[src/pcs_pkg.sv]
// Shared constants and types for the proximity cycle sequencer.
package pcs_pkg;
	// Register addresses (5-bit command address space)
	localparam logic [4:0] ADDR_ENABLE  = 5'h00;
	localparam logic [4:0] ADDR_CONVT   = 5'h02;
	localparam logic [4:0] ADDR_WAITT   = 5'h03;
	localparam logic [4:0] ADDR_LOWL    = 5'h08;
	localparam logic [4:0] ADDR_LOWH    = 5'h09;
	localparam logic [4:0] ADDR_UPPL    = 5'h0a;
	localparam logic [4:0] ADDR_UPPH    = 5'h0b;
	localparam logic [4:0] ADDR_PERSIST = 5'h0c;
	localparam logic [4:0] ADDR_CONFIG  = 5'h0d;
	localparam logic [4:0] ADDR_PULSES  = 5'h0e;
	localparam logic [4:0] ADDR_STATUS  = 5'h13;
	localparam logic [4:0] ADDR_RESL    = 5'h18;
	localparam logic [4:0] ADDR_RESH    = 5'h19;
	localparam logic [4:0] ADDR_OFFSET  = 5'h1e;
	// Field positions
	localparam int EN_PON   = 0;
	localparam int EN_SENSE = 2;
	localparam int EN_WAIT  = 3;
	localparam int EN_IRQ   = 5;
	localparam int EN_SAI   = 6;
	localparam int CFG_LONG = 1;
	localparam int ST_VALID = 1;
	localparam int ST_INT   = 5;
	localparam int INTERRUPT_PERSISTENCE_LSB = 4;
	// Reset values
	localparam logic [7:0] RST_ZERO = 8'h00;
	localparam logic [7:0] RST_TIME = 8'hff;
	// Timing: one 2.73 ms step, LED on 7.3 us, LED off 8.7 us, at 125 MHz
	localparam int CLK_MHZ     = 125;
	localparam int STEP_NS     = 2730000;
	localparam int LED_ON_NS   = 7300;
	localparam int LED_OFF_NS  = 8700;
	localparam int STEP_CYCLES = (STEP_NS * CLK_MHZ + 999) / 1000;
	localparam int ON_CYCLES   = (LED_ON_NS * CLK_MHZ + 999) / 1000;
	localparam int OFF_CYCLES  = (LED_OFF_NS * CLK_MHZ + 999) / 1000;
	localparam logic [8:0]  STEP_SPAN = 9'h100;
	localparam logic [11:0] LONG_MULT = 12'h00c;

	typedef struct packed {
		logic       wr;
		logic       rd;
		logic [4:0] addr;
		logic [7:0] wdata;
	} pcs_reg_req_t;

	typedef enum logic [2:0] {
		ST_SLEEP = 3'b000,
		ST_IDLE  = 3'b001,
		ST_INIT  = 3'b010,
		ST_ACCUM = 3'b011,
		ST_PWAIT = 3'b100,
		ST_CONV  = 3'b101,
		ST_WAIT  = 3'b110
	} pcs_state_t;
endpackage : pcs_pkg

[src/pcs_sequencer.sv]
// Proximity measurement cycle sequencer with register file and interrupt.
`timescale 1ns/1ps
// How it works
// - Signed offset register is added to each measurement before storing.
// - Valid flag sets after first cycle, stays until sensing disabled.
// - Interrupt status always kept; output pin only when output enable set.
// - Sixteen-bit lower and upper limits; outside either is out of range.
// - Lower limit checked first; upper ignored when lower exceeds it.
// - Interrupt only after programmed count of consecutive out-of-range results.
// - Interrupt stays set until host sends the clear command.
// - Sensing runs init, LED accumulation, fixed wait, then conversion.
// - Init and post-accumulation wait last one fixed 2.73 ms step.
// - Accumulation length from pulse count, conversion from conversion field.
// - Each LED pulse is 7.3 us on then 8.7 us off.
// - Interrupt asserted at end of conversion; then sleep if enabled.
// - Wait state follows sensing only when wait is enabled.
// - Long wait multiplies the wait duration by twelve.
// - Wait lasts (256 minus wait field) steps of 2.73 ms.
// - Bus start leaves sleep only with power bit set; returns to sleep if power bit clear.
// - New cycle starts automatically while power and sensing stay enabled.
// - Each result stored as sixteen bits across two byte registers.
// - After interrupt sleep, stay asleep until the host accesses the bus.
module pcs_sequencer #(
	parameter int STEP_CYCLES = pcs_pkg::STEP_CYCLES
) (
	input  wire logic                 ref_clk,
	input  wire logic                 reset_n,
	input  wire pcs_pkg::pcs_reg_req_t reg_req,
	input  wire logic                 irq_clear,
	input  wire logic                 bus_start,
	input  wire logic [15:0]          adc_count,
	output logic      [7:0]           reg_rdata,
	output logic                      led_drive,
	output logic                      irq_out,
	output logic                      sleep_mode
);
	import pcs_pkg::*;

	localparam int CW = $clog2(STEP_CYCLES + ON_CYCLES + OFF_CYCLES + 1);
	localparam logic [CW-1:0] STEP_LOAD = CW'(STEP_CYCLES - 1);
	localparam logic [CW-1:0] ON_LOAD   = CW'(ON_CYCLES - 1);
	localparam logic [CW-1:0] OFF_LOAD  = CW'(OFF_CYCLES - 1);

	logic [7:0]  function_enable;
	logic [7:0]  conversion_time_field;
	logic [7:0]  wait_time_field;
	logic [15:0] lower_limit;
	logic [15:0] upper_limit;
	logic [7:0]  interrupt_persistence;
	logic [7:0]  config_reg;
	logic [7:0]  led_pulse_count;
	logic [7:0]  result_offset;
	logic [15:0] measurement_result;
	logic        result_valid_flag;
	logic        irq_pending;
	logic [3:0]  interrupt_persistence_run;

	pcs_state_t  state;
	pcs_state_t  next_state;
	logic [CW-1:0] phase_cnt;
	logic [11:0] step_cnt;
	logic [11:0] next_steps;
	logic        led_on;

	logic power_on_bit, sensing_enable, wait_enable, irq_output_enable;
	logic sleep_after_irq, long_wait;
	logic [3:0]  persistence_count;
	logic [17:0] offset_sum;
	logic [15:0] adjusted;
	logic        below_low, above_high, out_of_range, irq_fire;
	logic        seg_end, conv_done;

	assign power_on_bit      = function_enable[EN_PON];
	assign sensing_enable    = function_enable[EN_SENSE];
	assign wait_enable       = function_enable[EN_WAIT];
	assign irq_output_enable = function_enable[EN_IRQ];
	assign sleep_after_irq   = function_enable[EN_SAI];
	assign long_wait         = config_reg[CFG_LONG];
	assign persistence_count = interrupt_persistence[INTERRUPT_PERSISTENCE_LSB +: 4];

	// Offset can push the result past either end, so it is clamped
	always_comb begin
		offset_sum = {2'b00, adc_count} + {{10{result_offset[7]}}, result_offset};
		if (offset_sum[17]) begin
			adjusted = 16'h0000;
		end else if (offset_sum[16]) begin
			adjusted = 16'hffff;
		end else begin
			adjusted = offset_sum[15:0];
		end
	end

	always_comb begin
		below_low    = adjusted < lower_limit;
		above_high   = (lower_limit <= upper_limit) && (adjusted > upper_limit);
		out_of_range = below_low || above_high;
		// A persistence of zero fires on every out-of-range result
		irq_fire     = out_of_range && (({1'b0, interrupt_persistence_run} + 5'h01) >= {1'b0, persistence_count});
	end

	assign seg_end   = (phase_cnt == '0) && (step_cnt == 12'h000)
		&& !(state == ST_ACCUM && led_on);
	assign conv_done = (state == ST_CONV) && seg_end && power_on_bit && sensing_enable;

	always_comb begin
		next_state = state;
		unique case (state)
			ST_SLEEP: begin
				if (bus_start && power_on_bit) begin
					next_state = ST_IDLE;
				end
			end
			ST_IDLE: begin
				if (!power_on_bit) begin
					next_state = ST_SLEEP;
				end else if (sensing_enable) begin
					next_state = ST_INIT;
				end
			end
			ST_WAIT: begin
				if (!power_on_bit || seg_end) begin
					next_state = ST_IDLE;
				end
			end
			default: begin
				if (!power_on_bit || !sensing_enable) begin
					next_state = ST_IDLE;
				end else if (seg_end) begin
					unique case (state)
						ST_INIT: begin
							next_state = (led_pulse_count == RST_ZERO) ? ST_PWAIT : ST_ACCUM;
						end
						ST_ACCUM: begin
							next_state = ST_PWAIT;
						end
						ST_PWAIT: begin
							next_state = ST_CONV;
						end
						default: begin
							if (irq_fire && sleep_after_irq) begin
								next_state = ST_SLEEP;
							end else if (wait_enable) begin
								next_state = ST_WAIT;
							end else begin
								next_state = ST_IDLE;
							end
						end
					endcase
				end
			end
		endcase
	end

	always_ff @(posedge ref_clk or negedge reset_n) begin
		if (!reset_n) begin
			state <= ST_SLEEP;
		end else begin
			state <= next_state;
		end
	end

	// Step counts for the segment being entered
	always_comb begin
		unique case (next_state)
			ST_ACCUM: next_steps = {4'h0, led_pulse_count} - 12'h001;
			ST_CONV:  next_steps = 12'(STEP_SPAN - {1'b0, conversion_time_field}) - 12'h001;
			ST_WAIT: begin
				if (long_wait) begin
					next_steps = 12'(12'(STEP_SPAN - {1'b0, wait_time_field}) * LONG_MULT)
						- 12'h001;
				end else begin
					next_steps = 12'(STEP_SPAN - {1'b0, wait_time_field}) - 12'h001;
				end
			end
			default:  next_steps = 12'h000;
		endcase
	end

	always_ff @(posedge ref_clk or negedge reset_n) begin
		if (!reset_n) begin
			phase_cnt <= '0;
			step_cnt  <= 12'h000;
			led_on    <= 1'b0;
		end else if (next_state != state) begin
			step_cnt  <= next_steps;
			led_on    <= (next_state == ST_ACCUM);
			phase_cnt <= (next_state == ST_ACCUM) ? ON_LOAD : STEP_LOAD;
		end else if (phase_cnt != '0) begin
			phase_cnt <= phase_cnt - CW'(1);
		end else if (state == ST_ACCUM && led_on) begin
			led_on    <= 1'b0;
			phase_cnt <= OFF_LOAD;
		end else if (step_cnt != 12'h000) begin
			step_cnt  <= step_cnt - 12'h001;
			led_on    <= (state == ST_ACCUM);
			phase_cnt <= (state == ST_ACCUM) ? ON_LOAD : STEP_LOAD;
		end
	end

	always_ff @(posedge ref_clk or negedge reset_n) begin
		if (!reset_n) begin
			measurement_result <= 16'h0000;
			interrupt_persistence_run           <= 4'h0;
		end else if (conv_done) begin
			measurement_result <= adjusted;
			if (!out_of_range) begin
				interrupt_persistence_run <= 4'h0;
			end else if (interrupt_persistence_run != 4'hf) begin
				interrupt_persistence_run <= interrupt_persistence_run + 4'h1;
			end
		end
	end

	// Hardware set takes priority over a clear arriving in the same cycle
	always_ff @(posedge ref_clk or negedge reset_n) begin
		if (!reset_n) begin
			irq_pending <= 1'b0;
		end else if (conv_done && irq_fire) begin
			irq_pending <= 1'b1;
		end else if (irq_clear) begin
			irq_pending <= 1'b0;
		end
	end

	always_ff @(posedge ref_clk or negedge reset_n) begin
		if (!reset_n) begin
			result_valid_flag <= 1'b0;
		end else if (conv_done) begin
			result_valid_flag <= 1'b1;
		end else if (!sensing_enable) begin
			result_valid_flag <= 1'b0;
		end
	end

	always_ff @(posedge ref_clk or negedge reset_n) begin
		if (!reset_n) begin
			irq_out    <= 1'b0;
			led_drive  <= 1'b0;
			sleep_mode <= 1'b1;
		end else begin
			irq_out    <= irq_pending && irq_output_enable;
			led_drive  <= led_on && (state == ST_ACCUM);
			sleep_mode <= (state == ST_SLEEP);
		end
	end

	always_ff @(posedge ref_clk or negedge reset_n) begin
		if (!reset_n) begin
			function_enable       <= RST_ZERO;
			conversion_time_field <= RST_TIME;
			wait_time_field       <= RST_TIME;
			lower_limit           <= {RST_ZERO, RST_ZERO};
			upper_limit           <= {RST_ZERO, RST_ZERO};
			interrupt_persistence <= RST_ZERO;
			config_reg            <= RST_ZERO;
			led_pulse_count       <= RST_ZERO;
			result_offset         <= RST_ZERO;
		end else if (reg_req.wr) begin
			unique case (reg_req.addr)
				ADDR_ENABLE:  function_enable       <= reg_req.wdata;
				ADDR_CONVT:   conversion_time_field <= reg_req.wdata;
				ADDR_WAITT:   wait_time_field       <= reg_req.wdata;
				ADDR_LOWL:    lower_limit[7:0]      <= reg_req.wdata;
				ADDR_LOWH:    lower_limit[15:8]     <= reg_req.wdata;
				ADDR_UPPL:    upper_limit[7:0]      <= reg_req.wdata;
				ADDR_UPPH:    upper_limit[15:8]     <= reg_req.wdata;
				ADDR_PERSIST: interrupt_persistence <= reg_req.wdata;
				ADDR_CONFIG:  config_reg            <= reg_req.wdata;
				ADDR_PULSES:  led_pulse_count       <= reg_req.wdata;
				ADDR_OFFSET:  result_offset         <= reg_req.wdata;
				default: ;
			endcase
		end
	end

	// Unmapped addresses read back as zero
	always_ff @(posedge ref_clk or negedge reset_n) begin
		if (!reset_n) begin
			reg_rdata <= RST_ZERO;
		end else if (reg_req.rd) begin
			unique case (reg_req.addr)
				ADDR_ENABLE:  reg_rdata <= function_enable;
				ADDR_CONVT:   reg_rdata <= conversion_time_field;
				ADDR_WAITT:   reg_rdata <= wait_time_field;
				ADDR_LOWL:    reg_rdata <= lower_limit[7:0];
				ADDR_LOWH:    reg_rdata <= lower_limit[15:8];
				ADDR_UPPL:    reg_rdata <= upper_limit[7:0];
				ADDR_UPPH:    reg_rdata <= upper_limit[15:8];
				ADDR_PERSIST: reg_rdata <= interrupt_persistence;
				ADDR_CONFIG:  reg_rdata <= config_reg;
				ADDR_PULSES:  reg_rdata <= led_pulse_count;
				ADDR_STATUS: begin
					reg_rdata <= RST_ZERO;
					reg_rdata[ST_VALID] <= result_valid_flag;
					reg_rdata[ST_INT]   <= irq_pending;
				end
				ADDR_RESL:    reg_rdata <= measurement_result[7:0];
				ADDR_RESH:    reg_rdata <= measurement_result[15:8];
				ADDR_OFFSET:  reg_rdata <= result_offset;
				default:      reg_rdata <= RST_ZERO;
			endcase
		end
	end

	chk_valid_drops: assert property (@(posedge ref_clk) disable iff (!reset_n)
		!sensing_enable && !conv_done |=> !result_valid_flag)
		else $error("valid flag kept while sensing disabled");
	chk_irq_gating: assert property (@(posedge ref_clk) disable iff (!reset_n)
		irq_out |-> $past(irq_pending) && $past(irq_output_enable))
		else $error("interrupt pin driven without enable");
	chk_low_first: assert property (@(posedge ref_clk) disable iff (!reset_n)
		lower_limit > upper_limit && adjusted >= lower_limit |-> !out_of_range)
		else $error("upper limit used while below lower");
	chk_irq_sticky: assert property (@(posedge ref_clk) disable iff (!reset_n)
		irq_pending && !irq_clear |=> irq_pending)
		else $error("interrupt dropped without clear");
	chk_accum_next: assert property (@(posedge ref_clk) disable iff (!reset_n)
		state == ST_ACCUM ##1 state != ST_ACCUM && state != ST_IDLE |-> state == ST_PWAIT)
		else $error("accumulation not followed by fixed wait");
	chk_led_accum: assert property (@(posedge ref_clk) disable iff (!reset_n)
		$rose(led_drive) |-> $past(state, 1) == ST_ACCUM ##[1:913] !led_drive)
		else $error("LED pulse wrong");
	chk_sai_sleep: assert property (@(posedge ref_clk) disable iff (!reset_n)
		conv_done && irq_fire && sleep_after_irq |=> state == ST_SLEEP && irq_pending)
		else $error("no sleep after interrupt");
	chk_wait_skip: assert property (@(posedge ref_clk) disable iff (!reset_n)
		state == ST_CONV && !wait_enable |=> state != ST_WAIT)
		else $error("wait entered while disabled");
	chk_sleep_stay: assert property (@(posedge ref_clk) disable iff (!reset_n)
		state == ST_SLEEP && !(bus_start && power_on_bit) |=> state == ST_SLEEP)
		else $error("sleep left without start");
	chk_interrupt_persistence_reset: assert property (@(posedge ref_clk) disable iff (!reset_n)
		conv_done && !out_of_range |=> interrupt_persistence_run == 4'h0)
		else $error("persistence not restarted");
	chk_valid_sets: assert property (@(posedge ref_clk) disable iff (!reset_n)
		conv_done |=> result_valid_flag)
		else $error("valid flag not set after cycle");
	chk_irq_at_conv: assert property (@(posedge ref_clk) disable iff (!reset_n)
		$rose(irq_pending) |-> $past(conv_done))
		else $error("interrupt raised outside conversion end");
	chk_cycle_restart: assert property (@(posedge ref_clk) disable iff (!reset_n)
		state == ST_IDLE && power_on_bit && sensing_enable |=> state == ST_INIT)
		else $error("new cycle not started");
endmodule : pcs_sequencer

[config.mk]
export PLATFORM = sky130hd
export DESIGN_NAME = pcs_sequencer
export DESIGN_NICKNAME = d
export VERILOG_FILES = /design/src/pcs_pkg.sv /design/src/pcs_sequencer.sv
export SDC_FILE = /design/constraint.sdc
export NUM_CORES = 1
export LEC_CHECK = 0
export BUFFER_PORTS_ARGS = -buffer_cell sky130_fd_sc_hd__buf_2
export CELL_PAD_IN_SITES_DETAIL_PLACEMENT = 0
export CELL_PAD_IN_SITES_GLOBAL_PLACEMENT = 1
export CORE_ASPECT_RATIO = 0.5
export CORE_UTILIZATION = 30
export DETAILED_ROUTE_END_ITERATION = 16
export PLACE_DENSITY_LB_ADDON = 0.1
export SLEW_MARGIN = 15
export SYNTH_ARGS = -nofsm -noshare
export SYNTH_HDL_FRONTEND = slang
export SYNTH_SLANG_ARGS = --single-unit
[constraint.sdc]
create_clock -name ref_clk -period 6.8 [get_ports ref_clk]
set_input_delay 1.7 -clock ref_clk [delete_from_list [all_inputs] [get_ports ref_clk]]
set_output_delay 1.7 -clock ref_clk [all_outputs]
set_load 0.1 [all_outputs]
# After elaboration in Yosys (flattened, before gate mapping)
# Index checks and enable logic that the tools add are counted.
# word_totals
register_bits	156
out_inout_bits	11
# classes
addsub	11
mul	1
magnitude_cmp	4
n_eq_ne	28
mux	36
n_reduce_logical	43
# op_table
op	n
$mux W19	6
$pmux W8 S14	1
$mux W12	5
$pmux W12 S3	1
$eq A5 B4 Y1 const B	7
$mux W16	2
$mux W3	9
$reduce_and A2 Y1	13
$sub A12 B1 Y12 const B	2
$sub A10 B2 Y11 const B	2
$eq A5 B5 Y1 const B	4
$sub A9 B8 Y10 const A	2
$logic_not A19 Y1	1
$reduce_bool A19 Y1	1
$sub A19 B1 Y19 const B	1
$add A17 B8 Y18	1
$pmux W3 S3	2
$gt A16 B16 Y1	1
$le A16 B16 Y1	1
$lt A16 B16 Y1	1
$eq A3 B3 Y1 const B	5
$logic_and A1 B1 Y1	12
$logic_not A12 Y1	1
$mul A12 B2 Y10 const B	1
23 further kinds	41

# Depth between registers and ports, before layout
# logic_depth
ltp_word	16
mapped_depth	27

# Least setup slack after synthesis
# OpenSTA, ideal clock, no wires.
# synth_path
path_kind	input -> register
startpoint	input adc_count[0]
endpoint	register step_cnt[10]
setup_time_ns	0.074
arrival_ns	6.438
required_ns	6.726
setup_slack_ns	0.288
stages	22
path_cell_list	ha_1 -> fa_1 -> a211oi_2 -> o211ai_1 -> and3_1 -> o311a_1 -> a211o_1 -> clkbuf_1 -> a21oi_1 -> ha_1 -> a21oi_1 -> a21boi_0 -> o2111a_1 -> o31ai_1 -> o21ai_2 -> a21oi_1 -> nand4_1 -> o21a_2 -> or3_1 -> a21oi_1 -> nor2_1 -> o21ai_2
# synth_between
elab_chain_len	16
word_cells_on_any_way	24
cone_classes	add/sub (1); order compare (2); eq/ne (6); mux (9); reduce/logical (6)
# synth_lines
item	line_no	text
from (decl)	pcs_sequencer.sv:31	input wire logic [15:0] adc_count,
$add A17 B8 Y18 (*)	pcs_sequencer.sv:83	offset_sum = {2'b00, adc_count} + {{10{result_offset[7]}}, result_offset};
$mux W16	pcs_sequencer.sv:86	end else if (offset_sum[16]) begin
$mux W16 (*)	pcs_sequencer.sv:84	if (offset_sum[17]) begin
via adjusted[3]	pcs_sequencer.sv:69	logic [15:0] adjusted;
$gt A16 B16 Y1	pcs_sequencer.sv:95	above_high = (lower_limit <= upper_limit) && (adjusted > upper_limit);
$logic_and A1 B1 Y1	pcs_sequencer.sv:95	
$logic_or A1 B1 Y1 (*)	pcs_sequencer.sv:96	out_of_range = below_low || above_high;
$logic_and A1 B1 Y1 (*)	pcs_sequencer.sv:98	irq_fire = out_of_range && (({1'b0, interrupt_persistence_run} + 5'h01) >= {1'b0, persistence_count});
$logic_and A1 B1 Y1 (*)	pcs_sequencer.sv:140	if (irq_fire && sleep_after_irq) begin
$mux W3 (*)	pcs_sequencer.sv:140	
$pmux W3 S3 (*)	pcs_sequencer.sv:129	unique case (state)
$mux W3 (*)	pcs_sequencer.sv:128	end else if (seg_end) begin
$mux W3 (*)	pcs_sequencer.sv:126	if (!power_on_bit || !sensing_enable) begin
$pmux W3 S3 (*)	pcs_sequencer.sv:107	unique case (state)
$eq A3 B3 Y1, or another cell as far along	pcs_sequencer.sv:164	unique case (next_state)
$pmux W12 S3, or another cell as far along	pcs_sequencer.sv:164	
$mux W12 or $reduce_and A3 Y1 (tied branches)	n/a	
to (signal assigned)	pcs_sequencer.sv:185	step_cnt <= next_steps;
to (signal assigned)	pcs_sequencer.sv:194	step_cnt <= step_cnt - 12'h001;
to (decl)	pcs_sequencer.sv:61	logic [11:0] step_cnt;
# The timed path passes the listed nets; every way through them passes the cells marked *.
# A chain may end at the register's enable or synchronous reset.

# Worst setup path in the final report
# Same ends and word-level chain as after synthesis.

==> key figures <==
Power
  – PwrDens: 336 mW/mm^2
  – Switch share: 41.0%
  – Cell Int Power: 2720 uW
  – Clock power share: 23.6%
  – Part of the power in registers: 29.1%
  – Psw: 1890 uW
  – P_leak: 0.00613 uW
  – Tot Pwr: 4610 uW
  – Maximum vdd drop: 218 uV
  – Combinational Power Share: 47.3%

Clock tree
  – Clock Latency Late Sink: 0.45 ns
  – Post-CTS Setup Bufs: 0
  – Clock transition at path regs: 0.08 ns
  – H-Tree Depth: 4
  – Maximum clock insertion buffer count: 2
  – TritonCTS clock tree: yes
  – CTS Root Cell: clkbuf_16
  – Num CTS Buffers: 17
  – Clock sink count: 156

Setup path
  – Largest delay share family, worst path: compound AO/OA/AOI/OAI gates
  – Worst Path Buf+Inv: 5
  – WP data arrival: 6.89 ns
  – CP endpoint kind: register
  – Critical path class: in2reg
  – Worst stage delay on the critical path: 0.41 ns
  – Crit path required time: 7.17 ns
  – Worst Setup Start Kind: input port
  – CP Max Fanout: 10
  – Critical path's slowest cell: fa_1

Floorplan
  – Core Area: 0.0378 mm^2
  – Site Rows: 50
  – Die area: 0.0397 mm^2
  – Die Ht: 141 um
  – Starting density of the core: 30.8%
  – Chip Width: 281 um
  – Ports: 46

STA
  – Setup Skew: 0.0229 ns
  – Pins Over Slew Limit: 0
  – Final setup vio count: 0
  – Relative slew margins: 24.1%
  – Crit share post-route: 95.9%
  – Fin. Hold Viols: 0
  – Worst-margin pin slew: 1.13 ns
  – Final min period: 6.52 ns
  – RSZ-0062 raised after global routing: false
  – Fmax: 153 MHz

Place
  – Placed cell area: 0.0129 mm^2
  – RePlAce Congestion: 0.902
  – PortBufs: 45
  – Final HPWL DP: 28.8 mm

Drt
  – Drt wl/cell: 19.9 um
  – Final antenna-violating net count: 0
  – DRC viols: 0
  – Vias: 9,779
  – DRT iter0 DRCs: 587
  – First-pass detailed-route iteration total: 6
  – Post-Route WL: 37.8 mm
  – Post-DR vias/cell: 5.14

Cells and area
  – Commonest non-fill, non-tap cell in the layout: dfrtp_1
  – Layout cell share with drive strength beyond 1: 25.2%
  – Biggest register: phase_cnt
  – # nets final: 1,496
  – Most frequent cells in the layout: 139 x dfrtp_1, 133 x nand2_1, 98 x mux2_2
  – Post-route cell area: 0.0137 mm^2
  – Diodes inserted: 0
  – Largest register FFs: 19
  – FILL cells: 3,894
  – Area delta synth->final: 17.6%

Synthesis
  – Synth Flop Type: dfrtp_1
  – Number of flops mapped to enable cells by yosys: 0
  – Warnings, synthesis: 0
  – Post-synthesis sequential area ratio: 33.7%
  – Synthesized Nets: 1,396
  – Post-synth cell types: 92
  – Async SR Flop Fraction: 100%
  – Flops & latches, synth: 156
  – Yosys top cell by area: dfrtp_1
  – Mean post-synth cell area: 9.18 um^2
  – Syn Inst Count: 1,269
  – Synth area leaders: dfrtp_1 30%, ha_1 9.8%, mux2_2 9.5%, nand2_1 4.3%, dfstp_2 3.8%
  – Area of the mapped netlist: 0.0116 mm^2
  – Synth top area share: 29.9%

Global routing
  – First-pass GRT wire length: 59.3 mm
  – Vias in the first global route: 9,850
  – Largest net degree at the start of global routing: 97
  – Total track usage: 19.7%
  – Gr ovfl total: 0
  – Antenna violations before repair: 2

Run
  – MaxCap Viol Count: 0

Status
  – Status: finished clean

Hold path
  – Worst hold path type: reg2reg
[final cells by class]
| class | count | area [um^2] | area share, % |
|---|---|---|---|
| clock buffers | 17 | 425 | 3.11 |
| inverters | 75 | 282 | 2.05 |
| clock inverters | 15 | 226 | 1.65 |
| well taps | 520 | 651 | 4.75 |
| repair buffers | 128 | 880 | 6.42 |
| multi-input cells | 991 | 7310 | 53.4 |
| flip-flops and latches | 156 | 3930 | 28.6 |
[power by group through the flow]
stage	registers, uW	clock network (uW)	logic [uW]
after floorplan	1270	0	1440
after global routing	1370	1150	2450
after global placement	1350	0	2120
after detailed placement	1350	0	2140
after CTS	1340	1110	2160
final	1340	1090	2180
[through the flow]
| stage | TNS, ns | util [%] | setup slack (ns) | hold WS (ns) | instances |
|---|---|---|---|---|---|
| detailed placement | -13.77 | 34.2 | -0.557 | 0.460 | 1870 |
| floorplan | 0 | - | 0.288 | 0.439 | 1269 |
| finish | 0 | 36.2 | 0.277 | 0.473 | 1902 |
| global route | 0 | 36.2 | 0.0156 | 0.503 | 1902 |
| CTS | 0 | 35.9 | 0.00489 | 0.478 | 1902 |
| global placement | -11.44 | 34.2 | -0.484 | 0.453 | 1870 |
[synthesized netlist by cell type, types with 4 or more instances]
cell / count
dfrtp_1: 139
nand2_1: 134
mux2_2: 98
nor2_1: 92
ha_1: 91
a21oi_1: 74
inv_1: 73
a22oi_1: 51
xnor2_1: 42
o21ai_0: 39
xor2_1: 39
clkbuf_1: 34
nor3_1: 31
nand3_1: 27
nand4_1: 18
o22ai_1: 18
dfstp_2: 17
nand2b_1: 16
a21o_1: 15
a211oi_1: 13
o21ai_2: 12
nor4_1: 11
o21ai_1: 11
mux2i_1: 9
nor2b_1: 8
o211ai_1: 8
or3_1: 8
and3_1: 7
nand3b_1: 7
o21bai_1: 7
o31ai_1: 6
a21boi_0: 5
a31oi_1: 5
and2_1: 5
o21a_1: 4
or2_2: 4
[repair_timing]
action                     4_1_cts  5_1_grt
resized for setup                4       20
pin swaps                        0        1
setup endpoints to repair       17       30
hold buffers                     0        0
gates cloned                     0        0
[worst min-delay path, delay by kind of cell, from the launching register on]
family / cells / cell delay (ns)
DFF: 1 / 0.35
and+or+nand+nor: 2 / 0.10
[metal layers]
layer  vias to the layer above  track usage, %  part of all wire [%]
met1                      4821            27.7                    50
met3                        37            2.75                   2.7
met5                         -               0                     0
met4                         0            5.46                   1.5
met2                       143            31.6                    46
li1                       4778               -                     -
[path summary, 6_finish.rpt]
path / from / end / slack [ns] / cells after the start
max in group asynchronous: reset_n / step_cnt[6] / 4.00 / 2
worst min register to register: measurement_result[11] / measurement_result[11] / 0.47 / 2
worst max register to register: result_offset[0] / step_cnt[10] / 1.15 / 25
worst max-delay path: adc_count[0] / step_cnt[10] / 0.28 / 26
min in group asynchronous: reset_n / result_offset[7] / 1.31 / 1
worst min-delay path: measurement_result[11] / measurement_result[11] / 0.47 / 2
[cells by family (layout without fill, tap and decap cells)]
kind of cell	Yosys count	after routing	share of synthesized area, %
xor+xnor	81	81	6.09
buf+inv	122	235	4.55
mux	108	108	10.4
simple gates	408	408	18.0
compound gates	302	302	17.4
flops	156	156	33.7
fa+ha+maj	92	92	9.95
(Power assumes the default switching activity.)
